**src/hdl/vme_err_pkg.sv**
```systemverilog
// Constants for the VMEbus error and status logger.
// Assumes a single 10 MHz system clock and an Avalon-MM register port.
package vme_err_pkg;
  // ==========================================================================
  // Register offsets (byte addresses)
  localparam logic [7:0] OFS_CONFIG = 8'h40;
  localparam logic [7:0] OFS_ERROR_SUMMARY = 8'h44;
  localparam logic [7:0] OFS_FAILING_ADDRESS = 8'h48;
  localparam logic [7:0] OFS_IRQ_ENABLE = 8'h4C;
  // ==========================================================================
  // Error summary field positions
  localparam int B_SWAP_PAR = 31;
  localparam int B_BERR = 30;
  localparam int B_INTERLOCK = 29;
  localparam int B_RMW_II = 28;
  localparam int B_RMW_I = 27;
  localparam int B_VME_TX_PAR = 26;
  localparam int B_LINK_TX_PAR = 25;
  localparam int B_LINK_RX_PAR = 24;
  localparam int B_XACT_TMO = 23;
  localparam int B_ARB_TMO = 22;
  localparam int B_GRANT_LO = 20;
  localparam int B_AM_LO = 14;
  localparam int B_DS1 = 13;
  localparam int B_DS0 = 12;
  localparam int B_SYSRESET = 11;
  localparam int B_IRQ_LO = 4;
  localparam int B_SENT_LO = 0;
  // Configuration register fields
  localparam int B_CFG_SUMMARY = 28;
  localparam int B_CFG_REV_LO = 8;
  // Flags that count toward the configuration error summary bit
  localparam logic [31:0] SUMMARY_MASK = 32'h7FC0_0000;
  // Write-one-to-clear flag bits of the error summary register
  localparam logic [31:0] W1C_MASK = 32'hBFC0_0800;
  // ==========================================================================
  // Reset values
  localparam logic [5:0] AM_RESET = 6'h3F;
  localparam logic [31:0] DATA_ZERO = 32'h0000_0000;
endpackage : vme_err_pkg

```
**src/hdl/vme_error_status_logger.sv**
```systemverilog
// VMEbus error and status logger: error summary, failing address and
// configuration identity registers, reached over Avalon-MM.
// Assumes VMEbus and internal-link event pulses come from same-clock logic;
// the raw VMEbus lines (BERR*, SYSRESET*, IRQn*, AMs, DSs) arrive async.
`timescale 1ns/1ps
module vme_error_status_logger
  import vme_err_pkg::*;
#(
  parameter logic [7:0] DEVICE_TYPE = 8'h5A, // Arbitrary identity value
  parameter int NUM_IRQ = 7,
  parameter int NUM_SENT = 4
) (
  // Clock, reset, enable
  input wire logic clk_sys_i,
  input wire logic rst_n_i,
  input wire logic clk_en_i,
  // Avalon-MM slave
  input wire logic [7:0] avs_address_i,
  input wire logic avs_read_i,
  input wire logic avs_write_i,
  input wire logic [31:0] avs_writedata_i,
  input wire logic [3:0] avs_byteenable_i,
  output logic [31:0] avs_readdata_o,
  output logic avs_waitrequest_o,
  output logic [1:0] avs_response_o,
  // Straps
  input wire logic [3:0] module_revision_field_i,
  // Asynchronous VMEbus lines (active low where marked)
  input wire logic berr_n_i,
  input wire logic sysreset_n_i,
  input wire logic [NUM_IRQ-1:0] irq_n_i,
  input wire logic [5:0] am_i,
  input wire logic ds1_n_i,
  input wire logic ds0_n_i,
  input wire logic [31:1] vme_addr_i,
  // Same-clock event inputs
  input wire logic swap_par_err_i,
  input wire logic interlock_start_i,
  input wire logic link_xact_i,
  input wire logic link_unlock_i,
  input wire logic plain_read_rmw_window_i,
  input wire logic plain_read_done_i,
  input wire logic rmw_write_plain_window_i,
  input wire logic vme_tx_par_err_i,
  input wire logic link_tx_par_err_i,
  input wire logic link_rx_par_err_i,
  input wire logic xact_timeout_i,
  input wire logic is_master_i,
  input wire logic arb_timeout_i,
  input wire logic arb_cycle_i,
  input wire logic [1:0] grant_level_i,
  input wire logic [NUM_IRQ-1:0] iack_i,
  input wire logic [NUM_IRQ-1:0] ack_released_interrupter_i,
  input wire logic [NUM_SENT-1:0] irq_sent_i,
  input wire logic [NUM_SENT-1:0] ident_i,
  // Actions toward the VMEbus and link
  output logic berr_drive_o,
  output logic release_bus_o,
  output logic unlock_write_o,
  output logic abort_o,
  output logic rearbitrate_o,
  output logic err_event_o,
  output logic unmaskable_event_o
);

  // ==========================================================================
  // State
  typedef struct packed {
    logic [2:0] berr_s;
    logic [2:0] sysrst_s;
    logic [NUM_IRQ-1:0] irq_s0;
    logic [NUM_IRQ-1:0] irq_s1;
    logic [NUM_IRQ-1:0] irq_s2;
    logic [5:0] am_s0;
    logic [5:0] am_s1;
    logic [1:0] ds_s0;
    logic [1:0] ds_s1;
    logic [5:0] am_s2;
    logic [1:0] ds_s2;
    logic berr_lvl;
    logic wait_req;
    logic [31:0] esr;
    logic [31:1] fail_addr;
    logic [3:0] rev;
    logic berr_force;
    logic lock_wait;
    logic rmw2_wait;
    logic [31:0] rdata;
    logic wait_n;
    logic [1:0] resp;
    logic berr_drive;
    logic release_bus;
    logic unlock_write;
    logic abort;
    logic rearb;
    logic err_ev;
    logic unm_ev;
  } state_type;

  state_type st_ff;
  state_type nxt_st;

  // ==========================================================================
  // How the logger works
  //
  // All state lives in one packed struct. The combinational process below
  // starts from the registered copy and overrides only what changes this
  // cycle, so every field keeps its value unless some branch says otherwise.
  // The clock enable gates the single register stage, which freezes the
  // synchronisers, the flags, the snapshots and the bus answer together.
  //
  // Asynchronous VMEbus lines pass three flip-flops. A change is accepted
  // only once the second and third stages agree; a single glitch that lands
  // in the first stage never reaches the flags. The price is three cycles of
  // latency, which at 10 MHz is small next to any VMEbus cycle.
  //
  // Error flags are sticky and cleared by writing one. A set that falls in
  // the same cycle as the clearing write wins, so an event is never lost to
  // a software clear that raced it. Software must read, then clear only the
  // bits it has handled.
  //
  // The bus error bit is not sticky: it mirrors the synchronised line, ORed
  // with our own drive. Writing one to it latches a force bit for
  // diagnostics; writing zero releases the force.
  //
  // Interlock checking is a one-deep wait: after the start pulse the next
  // link transaction must be the unlock. Any other transaction raises the
  // error and a release pulse, but is still executed by the transaction
  // engine outside this block; nothing here blocks or drops traffic.
  //
  // The plain-read-to-interlocked-window path waits for the read data to go
  // back before it asks for the zero unlock write, so the VME master is not
  // held up by the cleanup.
  //
  // The snapshot fields (grant level, address modifiers, data strobes)
  // follow the bus while no timeout flag is set. Either timeout flag locks
  // them, and they stay locked until software clears that flag. The cycle
  // that carries the timeout pulse itself is already excluded, so the
  // snapshot shows the bus as it stood when the timer fired.
  //
  // Interrupt pending bits for acknowledge-released levels clear on the
  // acknowledge strobe of their level. A level that is still seen asserted
  // through the synchroniser sets its bit again, which is why the strobe
  // must outlast the synchroniser delay when the line is released late.
  // Register-released levels are cleared by software writing one.
  //
  // The register port answers every request after one wait cycle. The
  // waitrequest output is a flip-flop that idles high and drops for exactly
  // the answer cycle. Unmapped addresses answer with a slave error and zero
  // data, and writes to them change nothing.
  //
  // Outputs toward the VMEbus side are one-cycle pulses, registered one
  // cycle after their cause, except the bus error drive, which is a level
  // while the force bit is set.
  //
  // Limitation: the failing address is latched only when the device was
  // bus master at the timeout pulse; otherwise it keeps its old contents.
  // ==========================================================================

  // Decode shared by read and write paths
  function automatic logic hit(input logic [7:0] a, input logic [7:0] ofs);
    hit = (a == ofs);
  endfunction

  logic req;
  logic wr_esr;
  logic [31:0] w1c;
  logic berr_low;
  logic sysrst_rise;
  logic lock_tmo;

  // ==========================================================================
  // Next-state logic
  always_comb begin
    nxt_st = st_ff;
    req = (avs_read_i | avs_write_i) & ~st_ff.wait_n;
    wr_esr = req & avs_write_i & hit(avs_address_i, OFS_ERROR_SUMMARY) & (&avs_byteenable_i);
    w1c = wr_esr ? (avs_writedata_i & W1C_MASK) : DATA_ZERO;
    // Sync stages; only agreeing 2nd/3rd stages are used
    nxt_st.berr_s = {st_ff.berr_s[1:0], ~berr_n_i};
    nxt_st.sysrst_s = {st_ff.sysrst_s[1:0], ~sysreset_n_i};
    nxt_st.irq_s0 = ~irq_n_i;
    nxt_st.irq_s1 = st_ff.irq_s0;
    nxt_st.irq_s2 = st_ff.irq_s1;
    nxt_st.am_s0 = am_i;
    nxt_st.am_s1 = st_ff.am_s0;
    nxt_st.ds_s0 = {~ds1_n_i, ~ds0_n_i};
    nxt_st.ds_s1 = st_ff.ds_s0;
    nxt_st.am_s2 = st_ff.am_s1;
    nxt_st.ds_s2 = st_ff.ds_s1;
    // Bus error level changes only when the later stages agree
    if (st_ff.berr_s[1] == st_ff.berr_s[2]) begin
      nxt_st.berr_lvl = st_ff.berr_s[2];
    end
    berr_low = st_ff.berr_lvl;
    sysrst_rise = st_ff.sysrst_s[1] & st_ff.sysrst_s[2] & ~st_ff.esr[B_SYSRESET];
    lock_tmo = st_ff.esr[B_XACT_TMO] | st_ff.esr[B_ARB_TMO];
    // Clear on write one; a simultaneous set below wins
    nxt_st.esr = st_ff.esr & ~w1c;
    if (wr_esr) begin
      nxt_st.berr_force = avs_writedata_i[B_BERR];
    end
    nxt_st.rev = module_revision_field_i;
    nxt_st.err_ev = 1'b0;
    nxt_st.unm_ev = 1'b0;
    nxt_st.release_bus = 1'b0;
    nxt_st.unlock_write = 1'b0;
    nxt_st.abort = 1'b0;
    nxt_st.rearb = 1'b0;
    // Set on every swap parity error, each one raising the event; sticky until cleared
    if (swap_par_err_i) begin
      nxt_st.esr[B_SWAP_PAR] = 1'b1;
      nxt_st.err_ev = 1'b1;
    end
    // Live bus error line, plus our own drive from the bus timer or the force bit
    nxt_st.esr[B_BERR] = berr_low | st_ff.berr_drive;
    // Interlock pairing: the next link transaction must be the unlock
    if (interlock_start_i) begin
      nxt_st.lock_wait = 1'b1;
    end else if (st_ff.lock_wait && link_xact_i) begin
      nxt_st.lock_wait = 1'b0;
      if (!link_unlock_i) begin
        nxt_st.esr[B_INTERLOCK] = 1'b1;
        nxt_st.release_bus = 1'b1;
        nxt_st.err_ev = 1'b1;
      end
    end
    // Transactions are never blocked here; the executor keeps running them
    // Plain read to interlocked window: unlock after data returned
    if (plain_read_rmw_window_i) begin
      nxt_st.rmw2_wait = 1'b1;
    end else if (st_ff.rmw2_wait && plain_read_done_i) begin
      nxt_st.rmw2_wait = 1'b0;
      nxt_st.unlock_write = 1'b1;
      nxt_st.esr[B_RMW_II] = 1'b1;
      nxt_st.err_ev = 1'b1;
    end
    if (rmw_write_plain_window_i) begin
      nxt_st.esr[B_RMW_I] = 1'b1;
      nxt_st.err_ev = 1'b1;
    end
    if (vme_tx_par_err_i) begin
      nxt_st.esr[B_VME_TX_PAR] = 1'b1;
      nxt_st.abort = 1'b1;
      nxt_st.err_ev = 1'b1;
    end
    if (link_tx_par_err_i) begin
      nxt_st.esr[B_LINK_TX_PAR] = 1'b1;
      nxt_st.unm_ev = 1'b1;
    end
    if (link_rx_par_err_i) begin
      nxt_st.esr[B_LINK_RX_PAR] = 1'b1;
      nxt_st.abort = 1'b1;
      nxt_st.err_ev = 1'b1;
    end
    // Timer drives BERR* for one cycle to clear the stalled cycle
    nxt_st.berr_drive = xact_timeout_i | nxt_st.berr_force;
    if (xact_timeout_i) begin
      nxt_st.esr[B_XACT_TMO] = 1'b1;
      nxt_st.err_ev = 1'b1;
      if (is_master_i) begin
        nxt_st.fail_addr = vme_addr_i;
      end
    end
    if (arb_timeout_i) begin
      nxt_st.esr[B_ARB_TMO] = 1'b1;
      nxt_st.rearb = 1'b1;
      nxt_st.err_ev = 1'b1;
    end
    // Snapshots follow the bus until a timeout flag locks them
    if (!lock_tmo && !xact_timeout_i && !arb_timeout_i) begin
      if (arb_cycle_i) begin
        nxt_st.esr[B_GRANT_LO+1:B_GRANT_LO] = grant_level_i;
      end
      if (st_ff.am_s1 == st_ff.am_s2) begin
        nxt_st.esr[B_AM_LO+5:B_AM_LO] = st_ff.am_s2;
      end
      if (st_ff.ds_s1 == st_ff.ds_s2) begin
        nxt_st.esr[B_DS1] = st_ff.ds_s2[1];
        nxt_st.esr[B_DS0] = st_ff.ds_s2[0];
      end
    end
    if (sysrst_rise) begin
      nxt_st.esr[B_SYSRESET] = 1'b1;
      nxt_st.unm_ev = 1'b1;
    end
    // Pending levels: set on asserted request, clear on IACK or software
    for (int i = 0; i < NUM_IRQ; i++) begin
      if (st_ff.irq_s1[i] && st_ff.irq_s2[i]) begin
        nxt_st.esr[B_IRQ_LO+i] = 1'b1;
      end else if (iack_i[i] && ack_released_interrupter_i[i]) begin
        nxt_st.esr[B_IRQ_LO+i] = 1'b0;
      end else if (w1c[B_IRQ_LO+i] || (wr_esr && avs_writedata_i[B_IRQ_LO+i]
                   && !ack_released_interrupter_i[i])) begin
        nxt_st.esr[B_IRQ_LO+i] = 1'b0;
      end
    end
    for (int j = 0; j < NUM_SENT; j++) begin
      if (irq_sent_i[j]) begin
        nxt_st.esr[B_SENT_LO+j] = 1'b1;
      end else if (ident_i[j]) begin
        nxt_st.esr[B_SENT_LO+j] = 1'b0;
      end
    end
    // Register bus: one wait cycle, then answer
    nxt_st.wait_n = req;
    nxt_st.wait_req = ~req; // Low only in the answer cycle
    nxt_st.resp = 2'h0;
    nxt_st.rdata = DATA_ZERO;
    if (req) begin
      if (hit(avs_address_i, OFS_CONFIG)) begin
        nxt_st.rdata[7:0] = DEVICE_TYPE;
        nxt_st.rdata[B_CFG_REV_LO+3:B_CFG_REV_LO] = st_ff.rev;
        nxt_st.rdata[B_CFG_SUMMARY] = |(st_ff.esr & SUMMARY_MASK);
      end else if (hit(avs_address_i, OFS_ERROR_SUMMARY)) begin
        nxt_st.rdata = st_ff.esr;
      end else if (hit(avs_address_i, OFS_FAILING_ADDRESS)) begin
        nxt_st.rdata = {st_ff.fail_addr, 1'b0};
      end else begin
        nxt_st.resp = 2'h2; // Unmapped: slave error
      end
    end
  end

  // ==========================================================================
  // State register; clock enable freezes everything
  always_ff @(posedge clk_sys_i) begin
    if (!rst_n_i) begin
      st_ff <= '0;
      st_ff.esr[B_AM_LO+5:B_AM_LO] <= AM_RESET;
      st_ff.am_s1 <= AM_RESET;
      st_ff.am_s0 <= AM_RESET;
      st_ff.am_s2 <= AM_RESET;
      st_ff.wait_req <= 1'b1;
    end else if (clk_en_i) begin
      st_ff <= nxt_st;
    end
  end

  // Outputs straight from flip-flops
  assign avs_readdata_o = st_ff.rdata;
  assign avs_waitrequest_o = st_ff.wait_req;
  assign avs_response_o = st_ff.resp;
  assign berr_drive_o = st_ff.berr_drive;
  assign release_bus_o = st_ff.release_bus;
  assign unlock_write_o = st_ff.unlock_write;
  assign abort_o = st_ff.abort;
  assign rearbitrate_o = st_ff.rearb;
  assign err_event_o = st_ff.err_ev;
  assign unmaskable_event_o = st_ff.unm_ev;

endmodule // vme_error_status_logger

```
**config.mk**
```make
export PLATFORM = sky130hd
export DESIGN_NAME = vme_error_status_logger
export DESIGN_NICKNAME = d
export VERILOG_FILES = /design/src/hdl/vme_err_pkg.sv /design/src/hdl/vme_error_status_logger.sv
export SDC_FILE = /design/constraint.sdc
export NUM_CORES = 1
export LEC_CHECK = 0
export ABC_AREA = 1
export BUFFER_PORTS_ARGS = -buffer_cell sky130_fd_sc_hd__buf_2
export CORE_ASPECT_RATIO = 1.4
export CORE_MARGIN = 2
export CORE_UTILIZATION = 48
export DETAILED_ROUTE_END_ITERATION = 12
export HOLD_SLACK_MARGIN = 0.15
export PLACE_DENSITY = 0.79
export SLEW_MARGIN = 20
export SYNTH_ARGS = -nofsm -noshare
export SYNTH_HDL_FRONTEND = slang
export SYNTH_SLANG_ARGS = --single-unit
```
**constraint.sdc**
```tcl
create_clock -name clk_sys_i -period 1.3 [get_ports clk_sys_i]
set_clock_uncertainty 0.05 [all_clocks]
set_input_delay 0 -clock clk_sys_i [delete_from_list [all_inputs] [get_ports clk_sys_i]]
set_output_delay 0 -clock clk_sys_i [all_outputs]
set_load 0.05 [all_outputs]
```
==> results.py <==
metrics = {
    "run_status": {
        "status": "finished with violations",
        "violations": "setup timing",
    },
    "timing": {
        "finalMaxSlewViolations": 0,
        "final.period_utilization_pct": 103.8,
        "fin_crit_ns": 1.350,
        "setup_tns_ns": -0.1994,
        "finalSetupViolCount": 7,
        "finalHoldViolations": 0,
        "worstMarginPinSlew_ns": 0.5930,
        "setup_slack_ns": -0.04954,
        "clock.fmax_mhz": 741.0,
        "rsz0062_at_grt": "true",
        "slew_headroom_pct": 60.34,
    },
    "job": {
        "max_cap_violations": 0,
    },
    "clocking": {
        "cts_tree": "yes",
        "clock_latency_ns": 0.44,
        "cts.path.max_buffers": 2,
        "cts_buffers": 17,
        "htreeDepth": 4,
        "numClockSinks": 164,
        "clk_pin_slew_ns": 0.07,
        "cts_root_buf": "clkbuf_16",
    },
    "power": {
        "p_leak_nw": 4.655,
        "combPwrFrac_pct": 15.2,
        "pwr_density_cell_mw_per_mm2": 1123,
        "swShare_pct": 28.56,
        "p_clk_share_pct": 40.6,
        "intPower_mw": 8.736,
        "seqPwrFrac_pct": 44.3,
        "ir_drop_v": 0.0009019,
        "p_sw_mw": 3.492,
        "power_mw": 12.23,
    },
    "grt": {
        "grt_remaining_overflow": 0,
        "grt_pass1_vias": 8104,
        "grt_max_degree": 57,
        "grt_pass1_wl_um": 40450,
        "grt_antenna_before_repair": 0,
        "grt_usage_pct": 33.04,
    },
    "placed_design": {
        "io_buffers": 165,
        "dp_slack_ns": -0.01407,
        "postPlaceCellArea_mm2": 0.007946,
        "place.gp.congestion": 0.8702,
        "post-dp-hpwl_um": 12650,
    },
    "logic_synthesis": {
        "seq_area_frac_synth_pct": 46.54,
        "syn_avg_cell_area_um2": 7.489,
        "synth-seq-cells": 164,
        "synth_nets": 1081,
        "syn_inst": 942,
        "ys_types": 36,
        "syn-cell-area_mm2": 0.007054,
        "synth_warnings": 0,
    },
    "critical_path": {
        "cp_slowest_cell": "dlygate4sd3_1",
        "crit_path_cell_trace": "o21ai_0, a21oi_1, dlygate4sd3_1",
        "crit_arrival_ns": 1.62,
        "end_kind": "register",
        "cp_data_required_time_ns": 1.57,
        "critPathMaxStageDelay_ns": 0.56,
        "cp-start-kind": "register",
        "crit_path_max_fanout": 3,
        "cp_num_buf_inv": 1,
        "crit_family": "buffers and inverters",
        "crit_type": "register to register",
    },
    "floorplanning": {
        "core_area_mm2": 0.01444,
        "num_io_pins": 181,
        "fp.dieH_um": 147.4,
        "floorplan.initialDensity_pct": 48.84,
        "rows": 52,
        "die_w_um": 106.5,
        "die_area_mm2": 0.01570,
    },
    "finish": {
        "fin_util_pct": 75.36,
        "finish.instance_area_mm2": 0.01089,
        "final_cell_mix": "dlygate4sd3_1 (210), nand2_1 (204), buf_2 (164), dfxtp_1 (151), a21oi_1 (132)",
        "layout_commonest_cell": "dlygate4sd3_1",
        "fin_nets": 1428,
        "layout-drive-gt1-share_pct": 25.12,
        "area_delta_synth_final_pct": 54.31,
    },
    "route": {
        "drtIter0Drc": 972,
        "detailroute.via_count": 8330,
        "detail-route-antenna-nets": 0,
        "drc": 0,
        "viasPerCell": 5.579,
        "dr.pass1.iters": 6,
        "drt_wl_total_um": 27250,
        "wl_per_cell_um": 18.25,
    },
    "min_path": {
        "hold_class": "input pin to register",
    },
}
==> power groups by stage <==
stage	logic [mW]	registers, mW	clock network (mW)
2_1_floorplan	0.630	5.49	0
3_5_place_dp	1.12	5.48	0
4_1_cts	1.65	5.37	4.93
6_report	1.86	5.41	4.96
3_3_place_gp	1.11	5.48	0
5_1_grt	1.98	5.43	5.19
==> metal layers <==
metal / up-vias / share of wire [%] / track usage (%)
li1: 3751 / - / -
met1: 3820 / 37 / 37.94
met2: 575 / 48 / 54.97
met3: 184 / 8.4 / 8.113
met4: 0 / 6.8 / 20.58
met5: - / 0 / 0
==> per-stage QoR <==
stage | hold slack [ns] | std cells
2_1_floorplan | 0.04406 | 942
3_3_place_gp | 0.1319 | 1242
3_5_place_dp | 0.1319 | 1242
4_1_cts | 0.1378 | 1485
5_1_grt | 0.1524 | 1491
6_report | 0.1317 | 1493
==> path summary, 6_finish.rpt <==
kind                                  from    endpoint  slack (ns)  cells past startpoint
worst min-delay path              clk_en_i   st_ff[47]        0.13                      4
worst max-delay path            st_ff[115]  st_ff[115]       -0.05                      3
worst min register to register   st_ff[75]   st_ff[75]        0.41                      2
worst max register to register  st_ff[115]  st_ff[115]       -0.05                      3
==> layout make-up <==
cell class                      count  area (um^2)
Sequential cell                   164         3302
Multi-Input combinational cell    627         3151
Tap cell                          189        236.5
Clock buffer                       17        425.4
Inverter                           64        242.7
Antenna cell                        2        5.005
Timing Repair Buffer              415         3369
Clock inverter                     15        153.9
Fill cell                         919         3558
==> registers in the layout, indices dropped and copies added, names as in the netlist <==
signal	cells
rearbitrate_o	1
unmaskable_event_o	1
avs_response_o	1
unlock_write_o	1
berr_drive_o	1
nxt_st	34
avs_waitrequest_o	1
st_ff	88
avs_readdata_o	32
berr_low	1
abort_o	1
release_bus_o	1
err_event_o	1
==> cells by family (layout without fill, tap and decap cells) <==
family                 Yosys count  after routing  share of synthesized area, %
other                            1              3                       0.05316
AND/OR/NAND/NOR                365            366                         22.79
buffers and inverters          152            511                         11.10
AO/OA/AOI/OAI                  255            255                         18.89
XOR/XNOR                         5              5                        0.6209
flip-flops                     164            164                         46.54
==> cell usage after synthesis <==
cell type | n | area (um^2)
nand2_1 | 210 | 788.3
dfxtp_1 | 164 | 3283
a21oi_1 | 139 | 695.7
o21ai_0 | 86 | 430.4
nand3_1 | 68 | 340.3
inv_1 | 59 | 221.5
nor2_1 | 50 | 187.7
buf_4 | 39 | 292.8
clkbuf_1 | 26 | 97.59
nand2_2 | 14 | 87.58
buf_2 | 12 | 60.06
o21ai_1 | 12 | 60.06
o21ai_2 | 11 | 96.34
nor2_4 | 7 | 78.83
buf_1 | 5 | 18.77
buf_6 | 5 | 56.30
inv_2 | 4 | 15.01
nor3_1 | 4 | 20.02
nor2_2 | 3 | 18.77
or2_2 | 3 | 18.77
xnor2_1 | 3 | 26.28
a21boi_0 | 2 | 15.01
a31oi_1 | 2 | 12.51
xor2_1 | 2 | 17.52
a211oi_1 | 1 | 7.510
a22oi_1 | 1 | 7.510
buf_8 | 1 | 15.01
conb_1 | 1 | 3.750
inv_4 | 1 | 6.260
nand2_4 | 1 | 11.26
nand3b_1 | 1 | 7.510
nand4_1 | 1 | 6.260
nor2_8 | 1 | 20.02
nor3_4 | 1 | 16.27
nor4_1 | 1 | 6.260
o211ai_1 | 1 | 7.510
==> timing repair <==
action                                 CTS  global route
setup endpoints to repair                7            94
gates resized for setup                  2            84
endpoints found under the hold margin  139             8
cloned                                   0             1
pin swaps                                0            10
buffers inserted                         0             3
hold buffers                           211             6
==> worst register-to-register path, delay by kind of cell (launching register included) <==
kind                   cells  cell delay, ns
buffers and inverters      1            0.56
DFF                        1            0.35
AOI/OAI and AO/OA          2            0.28
No activity file was read; power rests on OpenSTA's default activity.
